### src/include/kgc_pkg.sv
// keyclick and gain step control: constants shared by the rtl files
// assumes one 125 MHz system clock and a simple parallel register port
package kgc_pkg;

   // register port
   localparam int          ADDR_W       = 8;
   localparam int          DATA_W       = 16;
   localparam logic [7:0]  CTRL_OFFSET  = 8'h04;

   // field positions
   localparam int EN_BIT        = 15;
   localparam int AMP_HI        = 14;
   localparam int AMP_LO        = 12;
   localparam int IN_RATE_BIT   = 11;
   localparam int FRQ_HI        = 10;
   localparam int FRQ_LO        = 8;
   localparam int LEN_HI        = 7;
   localparam int LEN_LO        = 4;
   localparam int LDONE_BIT     = 3;
   localparam int RDONE_BIT     = 2;
   localparam int DAC_RATE_BIT  = 1;
   localparam int IN_DONE_BIT   = 0;

   // reset values
   localparam logic [2:0]  AMP_RST   = 3'h4;
   localparam logic [2:0]  FRQ_RST   = 3'h4;
   localparam logic [3:0]  LEN_RST   = 4'h1;
   localparam logic [6:0]  GAIN_RST  = 7'h7f;

   // gain code width, half-dB per code
   localparam int GAIN_W = 7;

   // click timing: lowest tone in millihertz, clock in hertz
   localparam longint unsigned CLK_HZ        = 64'd125000000;
   localparam longint unsigned CLICK_BASE_MHZ = 64'd62500;
   localparam longint unsigned CLICK_BASE_CYC =
      (CLK_HZ * 64'd1000) / CLICK_BASE_MHZ;
   localparam int PERIOD_W = 21;
   localparam int COUNT_W  = 6;

   // burst sequencer states
   typedef enum logic [1:0] {
      KGC_IDLE = 2'b00,
      KGC_RUN  = 2'b01,
      KGC_HOLD = 2'b10
   } kgc_state_t;

endpackage

### src/rtl/kgc_click_gen.sv
// keyclick tone burst: square wave for a latched number of periods
// assumes enable is a level from the control register, same clock
`timescale 1ns/1ps
module kgc_click_gen #(
   parameter int unsigned BASE_CYC = 32'(kgc_pkg::CLICK_BASE_CYC)
) (
   input  wire logic        clk_sys,     // system clock
   input  wire logic        rst_n,       // async reset, active low
   input  wire logic        enable,      // click enable level
   input  wire logic [2:0]  amp,         // amplitude code
   input  wire logic [2:0]  freq,        // frequency code
   input  wire logic [3:0]  len,         // length code
   output logic             tone,        // square wave
   output logic [2:0]       level,       // amplitude while playing
   output logic             finished     // one-cycle end pulse
);
   import kgc_pkg::*;

   kgc_state_t            state_q, state_d;     // sequencer
   logic [PERIOD_W-1:0]   per_q, per_d;         // latched period
   logic [PERIOD_W-1:0]   cnt_q, cnt_d;         // cycle in period
   logic [COUNT_W-1:0]    left_q, left_d;       // periods to go
   logic [2:0]            amp_q, amp_d;         // latched amplitude
   logic                  tone_q, tone_d;
   logic [2:0]            level_q, level_d;
   logic                  fin_q, fin_d;

   ////////////////////////////////////////////////////////////////////
   // next state
   always_comb begin
      state_d = state_q;
      per_d   = per_q;
      cnt_d   = cnt_q;
      left_d  = left_q;
      amp_d   = amp_q;
      tone_d  = 1'b0;
      level_d = 3'h0;
      fin_d   = 1'b0;
      case (state_q)
         KGC_IDLE: begin
            // settings are caught once, changes mid-burst wait
            if (enable) begin
               per_d   = PERIOD_W'(BASE_CYC >> freq);
               left_d  = {1'b0, len, 1'b0} + COUNT_W'(2);
               amp_d   = amp;
               cnt_d   = '0;
               state_d = KGC_RUN;
            end
         end
         KGC_RUN: begin
            if (!enable) begin
               state_d = KGC_IDLE;
            end else begin
               tone_d  = (cnt_q < (per_q >> 1));
               level_d = amp_q;
               cnt_d   = cnt_q + 1'b1;
               if (cnt_q == per_q - 1'b1) begin
                  cnt_d  = '0;
                  left_d = left_q - 1'b1;
                  if (left_q == COUNT_W'(1)) begin
                     fin_d   = 1'b1;
                     state_d = KGC_HOLD;
                  end
               end
            end
         end
         KGC_HOLD: begin
            // wait for the cleared bit so the burst cannot retrigger
            if (!enable) begin
               state_d = KGC_IDLE;
            end
         end
         default: state_d = KGC_IDLE;
      endcase
   end

   ////////////////////////////////////////////////////////////////////
   // registers
   always_ff @(posedge clk_sys or negedge rst_n) begin
      if (!rst_n) begin
         state_q <= KGC_IDLE;
         per_q   <= '0;
         cnt_q   <= '0;
         left_q  <= '0;
         amp_q   <= AMP_RST;
         tone_q  <= 1'b0;
         level_q <= 3'h0;
         fin_q   <= 1'b0;
      end else begin
         state_q <= state_d;
         per_q   <= per_d;
         cnt_q   <= cnt_d;
         left_q  <= left_d;
         amp_q   <= amp_d;
         tone_q  <= tone_d;
         level_q <= level_d;
         fin_q   <= fin_d;
      end
   end

   assign tone     = tone_q;
   assign level    = level_q;
   assign finished = fin_q;

endmodule // kgc_click_gen

### src/rtl/kgc_ctrl.sv
// keyclick and gain step control register with its gain steppers
// assumes word clock and adc strobe arrive from pins, async to clk_sys;
// agc status and gain targets come from logic on clk_sys
`timescale 1ns/1ps
module kgc_ctrl #(
   parameter int unsigned CLICK_BASE_CYC = 32'(kgc_pkg::CLICK_BASE_CYC)
) (
   input  wire logic                      clk_sys,        // system clock
   input  wire logic                      rst_n,          // async reset
   input  wire logic [kgc_pkg::ADDR_W-1:0] reg_addr,      // reg address
   input  wire logic                      reg_wr,         // write strobe
   input  wire logic                      reg_rd,         // read strobe
   input  wire logic [kgc_pkg::DATA_W-1:0] reg_wdata,     // write data
   output logic      [kgc_pkg::DATA_W-1:0] reg_rdata,     // read data
   input  wire logic                      wclk_pin,       // word clock
   input  wire logic                      adc_word_strobe, // adc strobe
   input  wire logic                      in_use_adc_strobe, // in tick
   input  wire logic                      agc_enable,     // agc active
   input  wire logic                      agc_noise_below, // noise flag
   input  wire logic                      agc_saturated,  // sat flag
   input  wire logic [kgc_pkg::GAIN_W-1:0] left_target,   // left dac
   input  wire logic [kgc_pkg::GAIN_W-1:0] right_target,  // right dac
   input  wire logic [kgc_pkg::GAIN_W-1:0] in_target,     // input pga
   output logic      [kgc_pkg::GAIN_W-1:0] left_gain,     // applied
   output logic      [kgc_pkg::GAIN_W-1:0] right_gain,    // applied
   output logic      [kgc_pkg::GAIN_W-1:0] in_gain,       // applied
   output logic                           click_tone,     // tone wave
   output logic      [2:0]                click_level     // amplitude
);
   import kgc_pkg::*;

   ////////////////////////////////////////////////////////////////////
   // pin synchronisers and rising edge ticks
   logic [2:0] wclk_sync_q, wclk_sync_d;   // two sync stages + history
   logic [2:0] adc_sync_q, adc_sync_d;
   logic       wclk_tick;                  // word clock edge pulse
   logic       adc_tick;                   // adc strobe edge pulse
   logic       in_tick;                    // input pga step source

   always_comb begin
      wclk_sync_d = {wclk_sync_q[1:0], wclk_pin};
      adc_sync_d  = {adc_sync_q[1:0], adc_word_strobe};
      // edge looks only at stages two and three
      wclk_tick = wclk_sync_q[1] & ~wclk_sync_q[2];
      adc_tick  = adc_sync_q[1] & ~adc_sync_q[2];
      in_tick   = in_use_adc_strobe ? adc_tick : wclk_tick;
   end

   always_ff @(posedge clk_sys or negedge rst_n) begin
      if (!rst_n) begin
         wclk_sync_q <= 3'h0;
         adc_sync_q  <= 3'h0;
      end else begin
         wclk_sync_q <= wclk_sync_d;
         adc_sync_q  <= adc_sync_d;
      end
   end

   ////////////////////////////////////////////////////////////////////
   // control fields
   logic       en_q, en_d;                 // click enable
   logic [2:0] amp_q, amp_d;               // click amplitude
   logic       in_rate_q, in_rate_d;       // input gain step rate
   logic [2:0] frq_q, frq_d;               // click frequency
   logic [3:0] len_q, len_d;               // click length
   logic       dac_rate_q, dac_rate_d;     // dac gain step rate
   logic       burst_end;                  // click generator finished
   logic       hit;                        // access to this register
   logic       l_done, r_done, i_done;     // stepper flags
   logic [DATA_W-1:0] rd_word;             // assembled read value
   logic [DATA_W-1:0] rdata_q, rdata_d;    // registered read data

   always_comb begin
      hit        = (reg_addr == CTRL_OFFSET);
      en_d       = en_q;
      amp_d      = amp_q;
      in_rate_d  = in_rate_q;
      frq_d      = frq_q;
      len_d      = len_q;
      dac_rate_d = dac_rate_q;
      // hardware clear first, so a same-cycle write of one wins
      if (burst_end) begin
         en_d = 1'b0;
      end
      if (reg_wr && hit) begin
         en_d       = reg_wdata[EN_BIT];
         amp_d      = reg_wdata[AMP_HI:AMP_LO];
         frq_d      = reg_wdata[FRQ_HI:FRQ_LO];
         len_d      = reg_wdata[LEN_HI:LEN_LO];
         dac_rate_d = reg_wdata[DAC_RATE_BIT];
         // bit 11 is a flag under agc, so the write is dropped
         if (!agc_enable) begin
            in_rate_d = reg_wdata[IN_RATE_BIT];
         end
      end
   end

   always_ff @(posedge clk_sys or negedge rst_n) begin
      if (!rst_n) begin
         en_q       <= 1'b0;
         amp_q      <= AMP_RST;
         in_rate_q  <= 1'b0;
         frq_q      <= FRQ_RST;
         len_q      <= LEN_RST;
         dac_rate_q <= 1'b0;
      end else begin
         en_q       <= en_d;
         amp_q      <= amp_d;
         in_rate_q  <= in_rate_d;
         frq_q      <= frq_d;
         len_q      <= len_d;
         dac_rate_q <= dac_rate_d;
      end
   end

   ////////////////////////////////////////////////////////////////////
   // read path: flags are live, bits 3 2 0 never take write data
   always_comb begin
      rd_word                = '0;
      rd_word[EN_BIT]        = en_q;
      rd_word[AMP_HI:AMP_LO] = amp_q;
      rd_word[IN_RATE_BIT]   = agc_enable ? agc_noise_below
                                          : in_rate_q;
      rd_word[FRQ_HI:FRQ_LO] = frq_q;
      rd_word[LEN_HI:LEN_LO] = len_q;
      rd_word[LDONE_BIT]     = l_done;
      rd_word[RDONE_BIT]     = r_done;
      rd_word[DAC_RATE_BIT]  = dac_rate_q;
      rd_word[IN_DONE_BIT]   = agc_enable ? agc_saturated
                                          : i_done;
      rdata_d = rdata_q;
      if (reg_rd) begin
         // unmapped addresses read as zero
         rdata_d = hit ? rd_word : '0;
      end
   end

   always_ff @(posedge clk_sys or negedge rst_n) begin
      if (!rst_n) begin
         rdata_q <= '0;
      end else begin
         rdata_q <= rdata_d;
      end
   end

   assign reg_rdata = rdata_q;

   ////////////////////////////////////////////////////////////////////
   // gain steppers, dac pair on word clock, input on chosen strobe
   kgc_gain_stepper #(
      .W         (GAIN_W),
      .RESET_VAL (GAIN_RST)
   ) u_left (
      .clk_sys   (clk_sys),
      .rst_n     (rst_n),
      .tick      (wclk_tick),
      .half_rate (dac_rate_q),
      .target    (left_target),
      .applied   (left_gain),
      .done      (l_done)
   );

   kgc_gain_stepper #(
      .W         (GAIN_W),
      .RESET_VAL (GAIN_RST)
   ) u_right (
      .clk_sys   (clk_sys),
      .rst_n     (rst_n),
      .tick      (wclk_tick),
      .half_rate (dac_rate_q),
      .target    (right_target),
      .applied   (right_gain),
      .done      (r_done)
   );

   kgc_gain_stepper #(
      .W         (GAIN_W),
      .RESET_VAL (GAIN_RST)
   ) u_input (
      .clk_sys   (clk_sys),
      .rst_n     (rst_n),
      .tick      (in_tick),
      .half_rate (in_rate_q),
      .target    (in_target),
      .applied   (in_gain),
      .done      (i_done)
   );

   ////////////////////////////////////////////////////////////////////
   // keyclick burst
   kgc_click_gen #(
      .BASE_CYC (CLICK_BASE_CYC)
   ) u_click (
      .clk_sys  (clk_sys),
      .rst_n    (rst_n),
      .enable   (en_q),
      .amp      (amp_q),
      .freq     (frq_q),
      .len      (len_q),
      .tone     (click_tone),
      .level    (click_level),
      .finished (burst_end)
   );

endmodule // kgc_ctrl

### src/rtl/kgc_gain_stepper.sv
// one soft-stepping gain channel: moves the applied code one step a tick, or every second tick at half rate
// assumes tick is a one-cycle pulse in the clk_sys domain
`timescale 1ns/1ps
module kgc_gain_stepper #(
   parameter int              W         = kgc_pkg::GAIN_W,
   parameter logic [W-1:0]    RESET_VAL = kgc_pkg::GAIN_RST
) (
   input  wire logic          clk_sys,    // system clock
   input  wire logic          rst_n,      // async reset, active low
   input  wire logic          tick,       // word strobe pulse
   input  wire logic          half_rate,  // step on every second tick
   input  wire logic [W-1:0]  target,     // programmed gain code
   output logic      [W-1:0]  applied,    // applied gain code
   output logic               done        // applied equals target
);
   import kgc_pkg::*;

   logic [W-1:0] applied_q, applied_d;   // current code
   logic         phase_q, phase_d;       // tick divider for half rate
   logic         done_q, done_d;         // reached flag
   logic         step;                   // a step happens this cycle

   ////////////////////////////////////////////////////////////////////
   // next state: one code per permitted tick, toward the target
   always_comb begin
      phase_d   = phase_q;
      applied_d = applied_q;
      step      = 1'b0;
      if (tick) begin
         phase_d = ~phase_q;
         step    = ~half_rate | phase_q;
      end
      if (step && applied_q < target) begin
         applied_d = applied_q + 1'b1;
      end else if (step && applied_q > target) begin
         applied_d = applied_q - 1'b1;
      end
      // flag follows the compare, so a new target drops it at once
      done_d = (applied_d == target);
   end

   ////////////////////////////////////////////////////////////////////
   // registers
   always_ff @(posedge clk_sys or negedge rst_n) begin
      if (!rst_n) begin
         applied_q <= RESET_VAL;
         phase_q   <= 1'b0;
         done_q    <= 1'b0;
      end else begin
         applied_q <= applied_d;
         phase_q   <= phase_d;
         done_q    <= done_d;
      end
   end

   assign applied = applied_q;
   assign done    = done_q;

endmodule // kgc_gain_stepper

### config.mk
export PLATFORM = sky130hd
export DESIGN_NAME = kgc_ctrl
export DESIGN_NICKNAME = d
export VERILOG_FILES = /design/src/include/kgc_pkg.sv /design/src/rtl/kgc_click_gen.sv /design/src/rtl/kgc_ctrl.sv /design/src/rtl/kgc_gain_stepper.sv
export SDC_FILE = /design/constraint.sdc
export NUM_CORES = 1
export LEC_CHECK = 0
export ABC_AREA = 1
export BUFFER_PORTS_ARGS = -buffer_cell sky130_fd_sc_hd__buf_4
export CAP_MARGIN = 5
export CORE_MARGIN = 2
export CORE_UTILIZATION = 40
export DETAILED_ROUTE_END_ITERATION = 12
export GPL_ROUTABILITY_DRIVEN = 0
export MAX_ROUTING_LAYER = met4
export PLACE_DENSITY = 0.61
export SYNTH_ARGS = -nofsm -noshare
export SYNTH_HDL_FRONTEND = slang
export SYNTH_SLANG_ARGS = --single-unit
### constraint.sdc
create_clock -name clk_sys -period 2.85 [get_ports clk_sys]
set_input_delay 0.4275 -clock clk_sys [delete_from_list [all_inputs] [get_ports clk_sys]]
set_output_delay 0.4275 -clock clk_sys [all_outputs]
set_load 0.03 [all_outputs]
# After elaboration in Yosys (flattened, before gate mapping)
# Index checks and enable logic that the tools add are counted.
[totals]
register_bits = 120
input_bits = 55
output_inout_bits = 41
elab_cells = 123
[classes]
add_sub_neg = 10
n_lt_le_gt_ge = 7
eq_ne = 14
n_shift = 1
n_mux = 37
bitwise = 13
reduce_logical = 15
[op_table]
columns = ["operator", "n"]
rows = [
  ["21-bit 2-to-1 mux", 3],
  ["7-bit 2-to-1 mux", 6],
  ["21-bit case mux with 2 select lines", 1],
  ["21-bit by 1-bit adder with 21-bit output, second input constant", 1],
  ["7-bit by 1-bit adder with 7-bit output, second input constant", 3],
  ["21-bit == test", 1],
  ["7-bit == test", 3],
  ["7-bit > comparator", 3],
  ["21-bit by 20-bit less-than comparator with 1-bit output", 1],
  ["7-bit less-than comparator", 3],
  ["21-bit by 3-bit right shift with 21-bit output, first input constant", 1],
  ["21-bit by 1-bit subtractor with 21-bit output, second input constant", 1],
  ["7-bit by 1-bit subtractor with 7-bit output, second input constant", 3],
  ["6-bit 2-to-1 mux", 3],
  ["16-bit 2-to-1 mux", 1],
  ["1-bit 2-to-1 mux", 14],
  ["6-bit case mux with 2 select lines", 1],
  ["2-bit 2-to-1 mux", 5],
  ["8-bit by 3-bit == test with 1-bit output, second input constant", 1],
  ["1-bit inverter", 8],
  ["4-bit AND reduction", 2],
  ["1-bit logical AND", 7],
  ["5-bit by 2-bit adder with 6-bit output, second input constant", 1],
  ["6-bit by 1-bit == test with 1-bit output, second input constant", 1],
  ["14 further kinds", 23],
]

# Longest topological paths before layout
[logic_depth]
word_depth = 8
mapped_depth = 18
mapped_depth_nobuf = 18

# By module
# From an unflattened synthesis, not the netlist that was laid out.
[hier_totals]
hier_cells = 1288
area_unflattened_um2 = 9142.5
[modules_own_cells]
columns = ["module", "n_inst", "cells_per_inst", "area_each_um2", "seq_area_each_um2"]
rows = [
  ["kgc_click_gen", 1, 666, 4619.4, 1452.6],
  ["kgc_gain_stepper", 3, 157, 1044.8, 234.0],
  ["kgc_ctrl", 1, 151, 1388.8, 879.6],
]

# Worst setup path after synthesis
# OpenSTA, ideal clock, no wires.
[synth_timing]
path_type = "register -> register"
start = "reg u_left.applied_q[4] (netlist: u_left.applied[4])"
end = "reg u_left.done_q (netlist: u_left.done)"
setup_time_ns = 0.071
t_arrival_ns = 2.254
required_time_ns = 2.779
slack_ns = 0.525
stages_incl_launch_ff = 13
path_buffers = 0
period_less_slack_ns = 2.325
path_cell_list = "dfstp_2 ha_1 a21oi_1 o21a_1 nand2_1 nor2_1 inv_1 nand3_1 nand2_1 xnor2_1 nor2_1 nand2_1 nor2_1"
[synth_via]
elab_chain_cells = 5
word_cells_on_any_way = 9
cone_classes = "add/sub: 2; order compare: 2; eq/ne: 1; mux: 2; reduce/logical: 2"
[synth_rtl]
columns = ["item", "line", "rtl"]
rows = [
  ["start, declared", "kgc_gain_stepper.sv:18", "logic [W-1:0] applied_q, applied_d;"],
  ["start signal, assigned", "kgc_gain_stepper.sv:50", "applied_q <= applied_d;"],
  ["7-bit > comparator", "kgc_gain_stepper.sv:35", "end else if (step && applied_q > target) begin"],
  ["1-bit logical AND", "kgc_gain_stepper.sv:35", ""],
  ["7-bit 2-to-1 mux", "kgc_gain_stepper.sv:35", ""],
  ["7-bit 2-to-1 mux (*)", "kgc_gain_stepper.sv:33", "if (step && applied_q < target) begin"],
  ["7-bit == test (*)", "kgc_gain_stepper.sv:39", "done_d = (applied_d == target);"],
  ["via u_left.done_d", "kgc_gain_stepper.sv:20", "logic done_q, done_d;"],
  ["end signal, assigned", "kgc_gain_stepper.sv:52", "done_q <= done_d;"],
  ["end, declared", "kgc_gain_stepper.sv:20", ""],
]
# The timed path passes the listed nets; every way through them passes the cells marked *.
# A chain may end at the register's enable or synchronous reset.

# Final worst setup path
[layout_timing]
start = "reg u_input.applied_q[2] (netlist: u_input.applied[2])"
end = "reg u_input.done_q (netlist: u_input.done)"
[layout_via]
elab_chain_cells = 5
word_cells_on_any_way = 9
cone_classes = "add/sub: 2; order compare: 2; eq/ne: 1; mux: 2; reduce/logical: 2"
[layout_rtl]
columns = ["item", "line"]
rows = [
  ["start, declared", "kgc_gain_stepper.sv:18"],
  ["start signal, assigned", "kgc_gain_stepper.sv:50"],
  ["7-bit > comparator", "kgc_gain_stepper.sv:35"],
  ["1-bit logical AND", "kgc_gain_stepper.sv:35"],
  ["7-bit 2-to-1 mux", "kgc_gain_stepper.sv:35"],
  ["7-bit 2-to-1 mux (*)", "kgc_gain_stepper.sv:33"],
  ["via u_input.applied_d[0]", "kgc_gain_stepper.sv:18"],
  ["7-bit == test (*)", "kgc_gain_stepper.sv:39"],
  ["via u_input.done_d", "kgc_gain_stepper.sv:20"],
  ["end signal, assigned", "kgc_gain_stepper.sv:52"],
  ["end, declared", "kgc_gain_stepper.sv:20"],
]
# Marked as above.

==> results by stage <==
Run status:
- The flow ran to the end, but the final reports show violations.
- The checks that failed: negative hold slack.

STA:
- In this run the tightest slew margin relative to its limit is 0.533.
- The sum of negative setup slack is 0 ps.
- For this run, the top clock speed supported by timing is 0.402 GHz.
- Subtracting the final worst setup slack from the clock period gives 2490 ps.
- Setup repair after global routing left no endpoint under its margin.
- The final-layout worst hold slack is -8.77 ps.
- The final number of hold-violating endpoints is 3.
- The pin slew with the least headroom to its limit is 699 ps.
- The max-slew violation count came to 0.
- The largest clock skew in the final design is 8.86 ps.
- Setup violations remaining at the end of the flow were counted as 0.
- Of the available clock period, the critical path in the final layout requires 0.872.

Floorplan:
- 96 I/O pins were placed.
- The die covers 21400 sq um.
- The initialized floorplan defines 52 standard-cell rows.
- The initial utilization of the core area, before any placement, comes to 0.404.
- The standard cell core area is 20000 sq um.
- In this run the vertical extent of the chip is 146 um.
- The die is 146 um wide.

Job:
- The number of maximum-capacitance constraint violations is 0.

GRT:
- The first global-routing pass estimated 33.7 mm of wire.
- Global routing finished with a remaining overflow of 0.
- The number of global-route vias before repair is 6875.
- For met3 alone, demand over resource in global routing was 0.0400.
- Entering global routing, the biggest net connects 57 pins.
- The number of antenna violations at the first check in global routing is 0.
- In the global route stage, overall resource usage came out at 0.201.
- The routing usage on met1 is 0.256.
- The global routing stage identified its most utilized layer as met2.
- The global-route track usage on met2 is 0.328.

CTS:
- Clock-pin slew was measured on the worst setup and hold paths at 60 ps.
- The number of buffers on the longest clock path is 2.
- The H-tree was split into 4 levels.
- The post-CTS setup-driven buffer insertion count is 0.
- The library cell used as clock root buffer is clkbuf_16.
- The count of clock tree sinks is 120.
- For the worst-skew pair, the clock arrives at the later sink with an insertion delay of 420 ps.
- The clock tree from TritonCTS is built.
- Once the clock tree was built, the resizer swapped 0 gates to a different size.
- Buffers inserted to repair hold after CTS numbered 0.
- The number of buffers inserted during clock tree synthesis is 17.

Drt:
- The number of iterations in the first detailed-routing pass is 4.
- Across all layers, the routed design uses 7206 vias.
- In this run, the number of DRC markers left after iteration 0 of detailed routing was 329.
- The remaining number of nets flagged by the antenna check after routing is 0.
- The average via count per standard cell is 4.89.
- After detailed routing, the average wire length per cell comes to 13.6 um.
- For this run, design rule violations remaining after detail routing come to 0.
- The total routed wirelength is 20.1 mm.

Yosys:
- The top-area cell type share of the netlist area is 0.294.
- The number of nets handed over by synthesis was 1184.
- The number of enable-type register cells in the synthesized netlist is 0.
- During synthesis, Yosys emitted a total of 0 warnings.
- The mean area per synthesized cell is 7.54 sq um.
- The synthesized area is 8100 sq um.
- The sequential area share after synthesis is 0.375.
- In this run, synthesis produced a sequential element count of 120.
- The leading register cell type out of synthesis is dfrtp_1.
- nand2_1 is the most common cell in the netlist.
- Counting flops with an async set or reset pin after synthesis yields a share of 1.00.
- The cell count after synthesis came out at 1073.
- The commonest cells after synthesis are nand2_1, inv_1, nor2_1.
- The number of unique standard cell types used by synthesis is 49.
- Yosys attributes the largest share of cell area to dfrtp_1, nand2_1, ha_1, dfstp_2, inv_1.
- The synthesized design spends more area on one cell type than any other, namely dfrtp_1.

Layout:
- The number of filler cells placed in the layout is 2040.
- For this run, the post-layout net count is 1301.
- The sequential cell area is 3030 sq um.
- The number of diodes added for antenna fixing is 0.
- The area taken by multi-input logic gates is 4390 sq um.
- From synthesis to final layout, the design area changed by 21.1%.
- In the final layout, the share of cells above drive strength 1 is 0.165.

Hold path:
- The path category of the worst min-delay check is in -> async.

Setup path:
- STA classifies the critical path endpoint as a flip-flop.
- The critical path's most frequent cell is nand2_1.
- On the worst path, the slowest cell contributes a delay of 600 ps.
- STA classifies the critical path startpoint as a flip-flop.
- Data on the critical path arrives at its endpoint at 2830 ps.
- The critical path data required time is 3200 ps.
- Walking the worst path, the cells encountered are ha_1 -> a21o_1 -> o21bai_1 -> nand2_1 -> nor2_2 -> inv_1 -> nand3_1 -> nand2_1 -> inv_1 -> nand2_1 -> nand2_1 -> inv_1 -> nor2_1 -> nand2_1 -> nor2_1.
- The cell type of the slowest stage on the worst timing path is dfstp_2.
- The maximum fanout count along the critical path is 8.
- The type of the setup path with the least slack is reg -> reg.

Power and ir drop:
- Total power for the finished layout comes to 0.00903 W.
- The worst ir drop on vdd is 0.000501 V.
- The power density of the placed cells is 921 nW/um^2.
- The leakage power figure is 5.01 nW.

Place:
- The HPWL after detailed placement is 15.7 mm.
- The number of buffers inserted by port buffering is 92.
==> critical path, delay by kind of cell (launching register included) <==
kind            cells  cell delay (ps)
buf+inv             3              280
simple gates        9              930
flops               1              600
fa+ha+maj           1              280
compound gates      2              310
==> flip-flops by register name (all words and copies together), names as in the netlist, 4 cells and up <==
name / flops
u_click.cnt_q: 21
u_click.per_q: 21
reg_rdata: 16
u_input.applied: 7
u_left.applied: 7
u_right.applied: 7
u_click.left_q: 6
len_q: 4
==> cells in the final DEF, fill, tap and decap left out, types with 16 or more instances in the layout <==
cell type,count
nand2_1,292
dfstp_2,25
dfrtp_1,95
a21oi_1,24
nor3_1,16
inv_1,153
o21ai_0,45
ha_1,56
clkbuf_16,17
nand4_1,23
nand3_1,60
xnor2_1,17
xor2_1,49
buf_4,109
nor2_1,106
==> cell families (layout without fill, tap and decap cells) <==
kind of cell             count (synthesis)  count (layout)  synth area share
AO/OA/AOI/OAI                          127             127            0.0974
XOR/XNOR                                67              67            0.0734
adder cells (fa/ha/maj)                 56              56            0.0866
buffers and inverters                  171             301            0.0825
flip-flops                             120             120             0.375
AND/OR/NAND/NOR                        532             532             0.285
==> final timing paths <==
| check | start | to | slack (ps) | cells past startpoint |
|---|---|---|---|---|
| worst max-delay path | u_input.applied[2] | u_input.done | 360 | 15 |
| worst min-delay path | rst_n | u_click.left_q[3] | -9 | 1 |
| worst max register to register | u_input.applied[2] | u_input.done | 360 | 15 |
| worst min register to register | wclk_sync_q[0] | wclk_sync_q[1] | 350 | 0 |
| max in group asynchronous | rst_n | u_left.applied[0] | 2080 | 2 |
| min in group clk_sys | wclk_pin | wclk_sync_q[0] | 110 | 1 |
==> metrics by stage <==
stage / utilization / hold WS [ps] / area (sq um) / setup slack, ps / cells
finish: 0.489 / -8.77 / 9800 / 365 / 1473
floorplan: - / 132 / 8100 / 525 / 1073
global route: 0.489 / 20.1 / 9800 / 168 / 1473
CTS: 0.489 / 4.84 / 9800 / 357 / 1473
global placement: 0.459 / 336 / 9200 / 391 / 1441
detailed placement: 0.459 / 335 / 9200 / 351 / 1441
==> layer usage <==
metal  part of all wire  wire length (um)  vias up
li1                   -                 -     3697
met1               0.48              9540     3344
met2               0.47              9370      140
met3              0.043               864       25
met4              0.015               301        0
met5                  0                 0        -
==> layout make-up <==
type / instances / share of cell area
Clock inverter: 12 / 0.0156
Inverter: 159 / 0.0610
Sequential cell: 120 / 0.310
Timing Repair Buffer: 110 / 0.0855
Clock buffer: 20 / 0.0456
Multi-Input combinational cell: 782 / 0.448
Tap cell: 270 / 0.0345
==> power by group <==
| group | switching, W | leakage (nW) | internal, W | total, W |
|---|---|---|---|---|
| Combinational | 0.00261 | 3.27 | 0.00154 | 0.00415 |
| Clock | 0.000791 | 0.282 | 0.00139 | 0.00218 |
| Sequential | 0.000484 | 1.47 | 0.00221 | 0.00270 |
(Power assumes the default switching activity.)
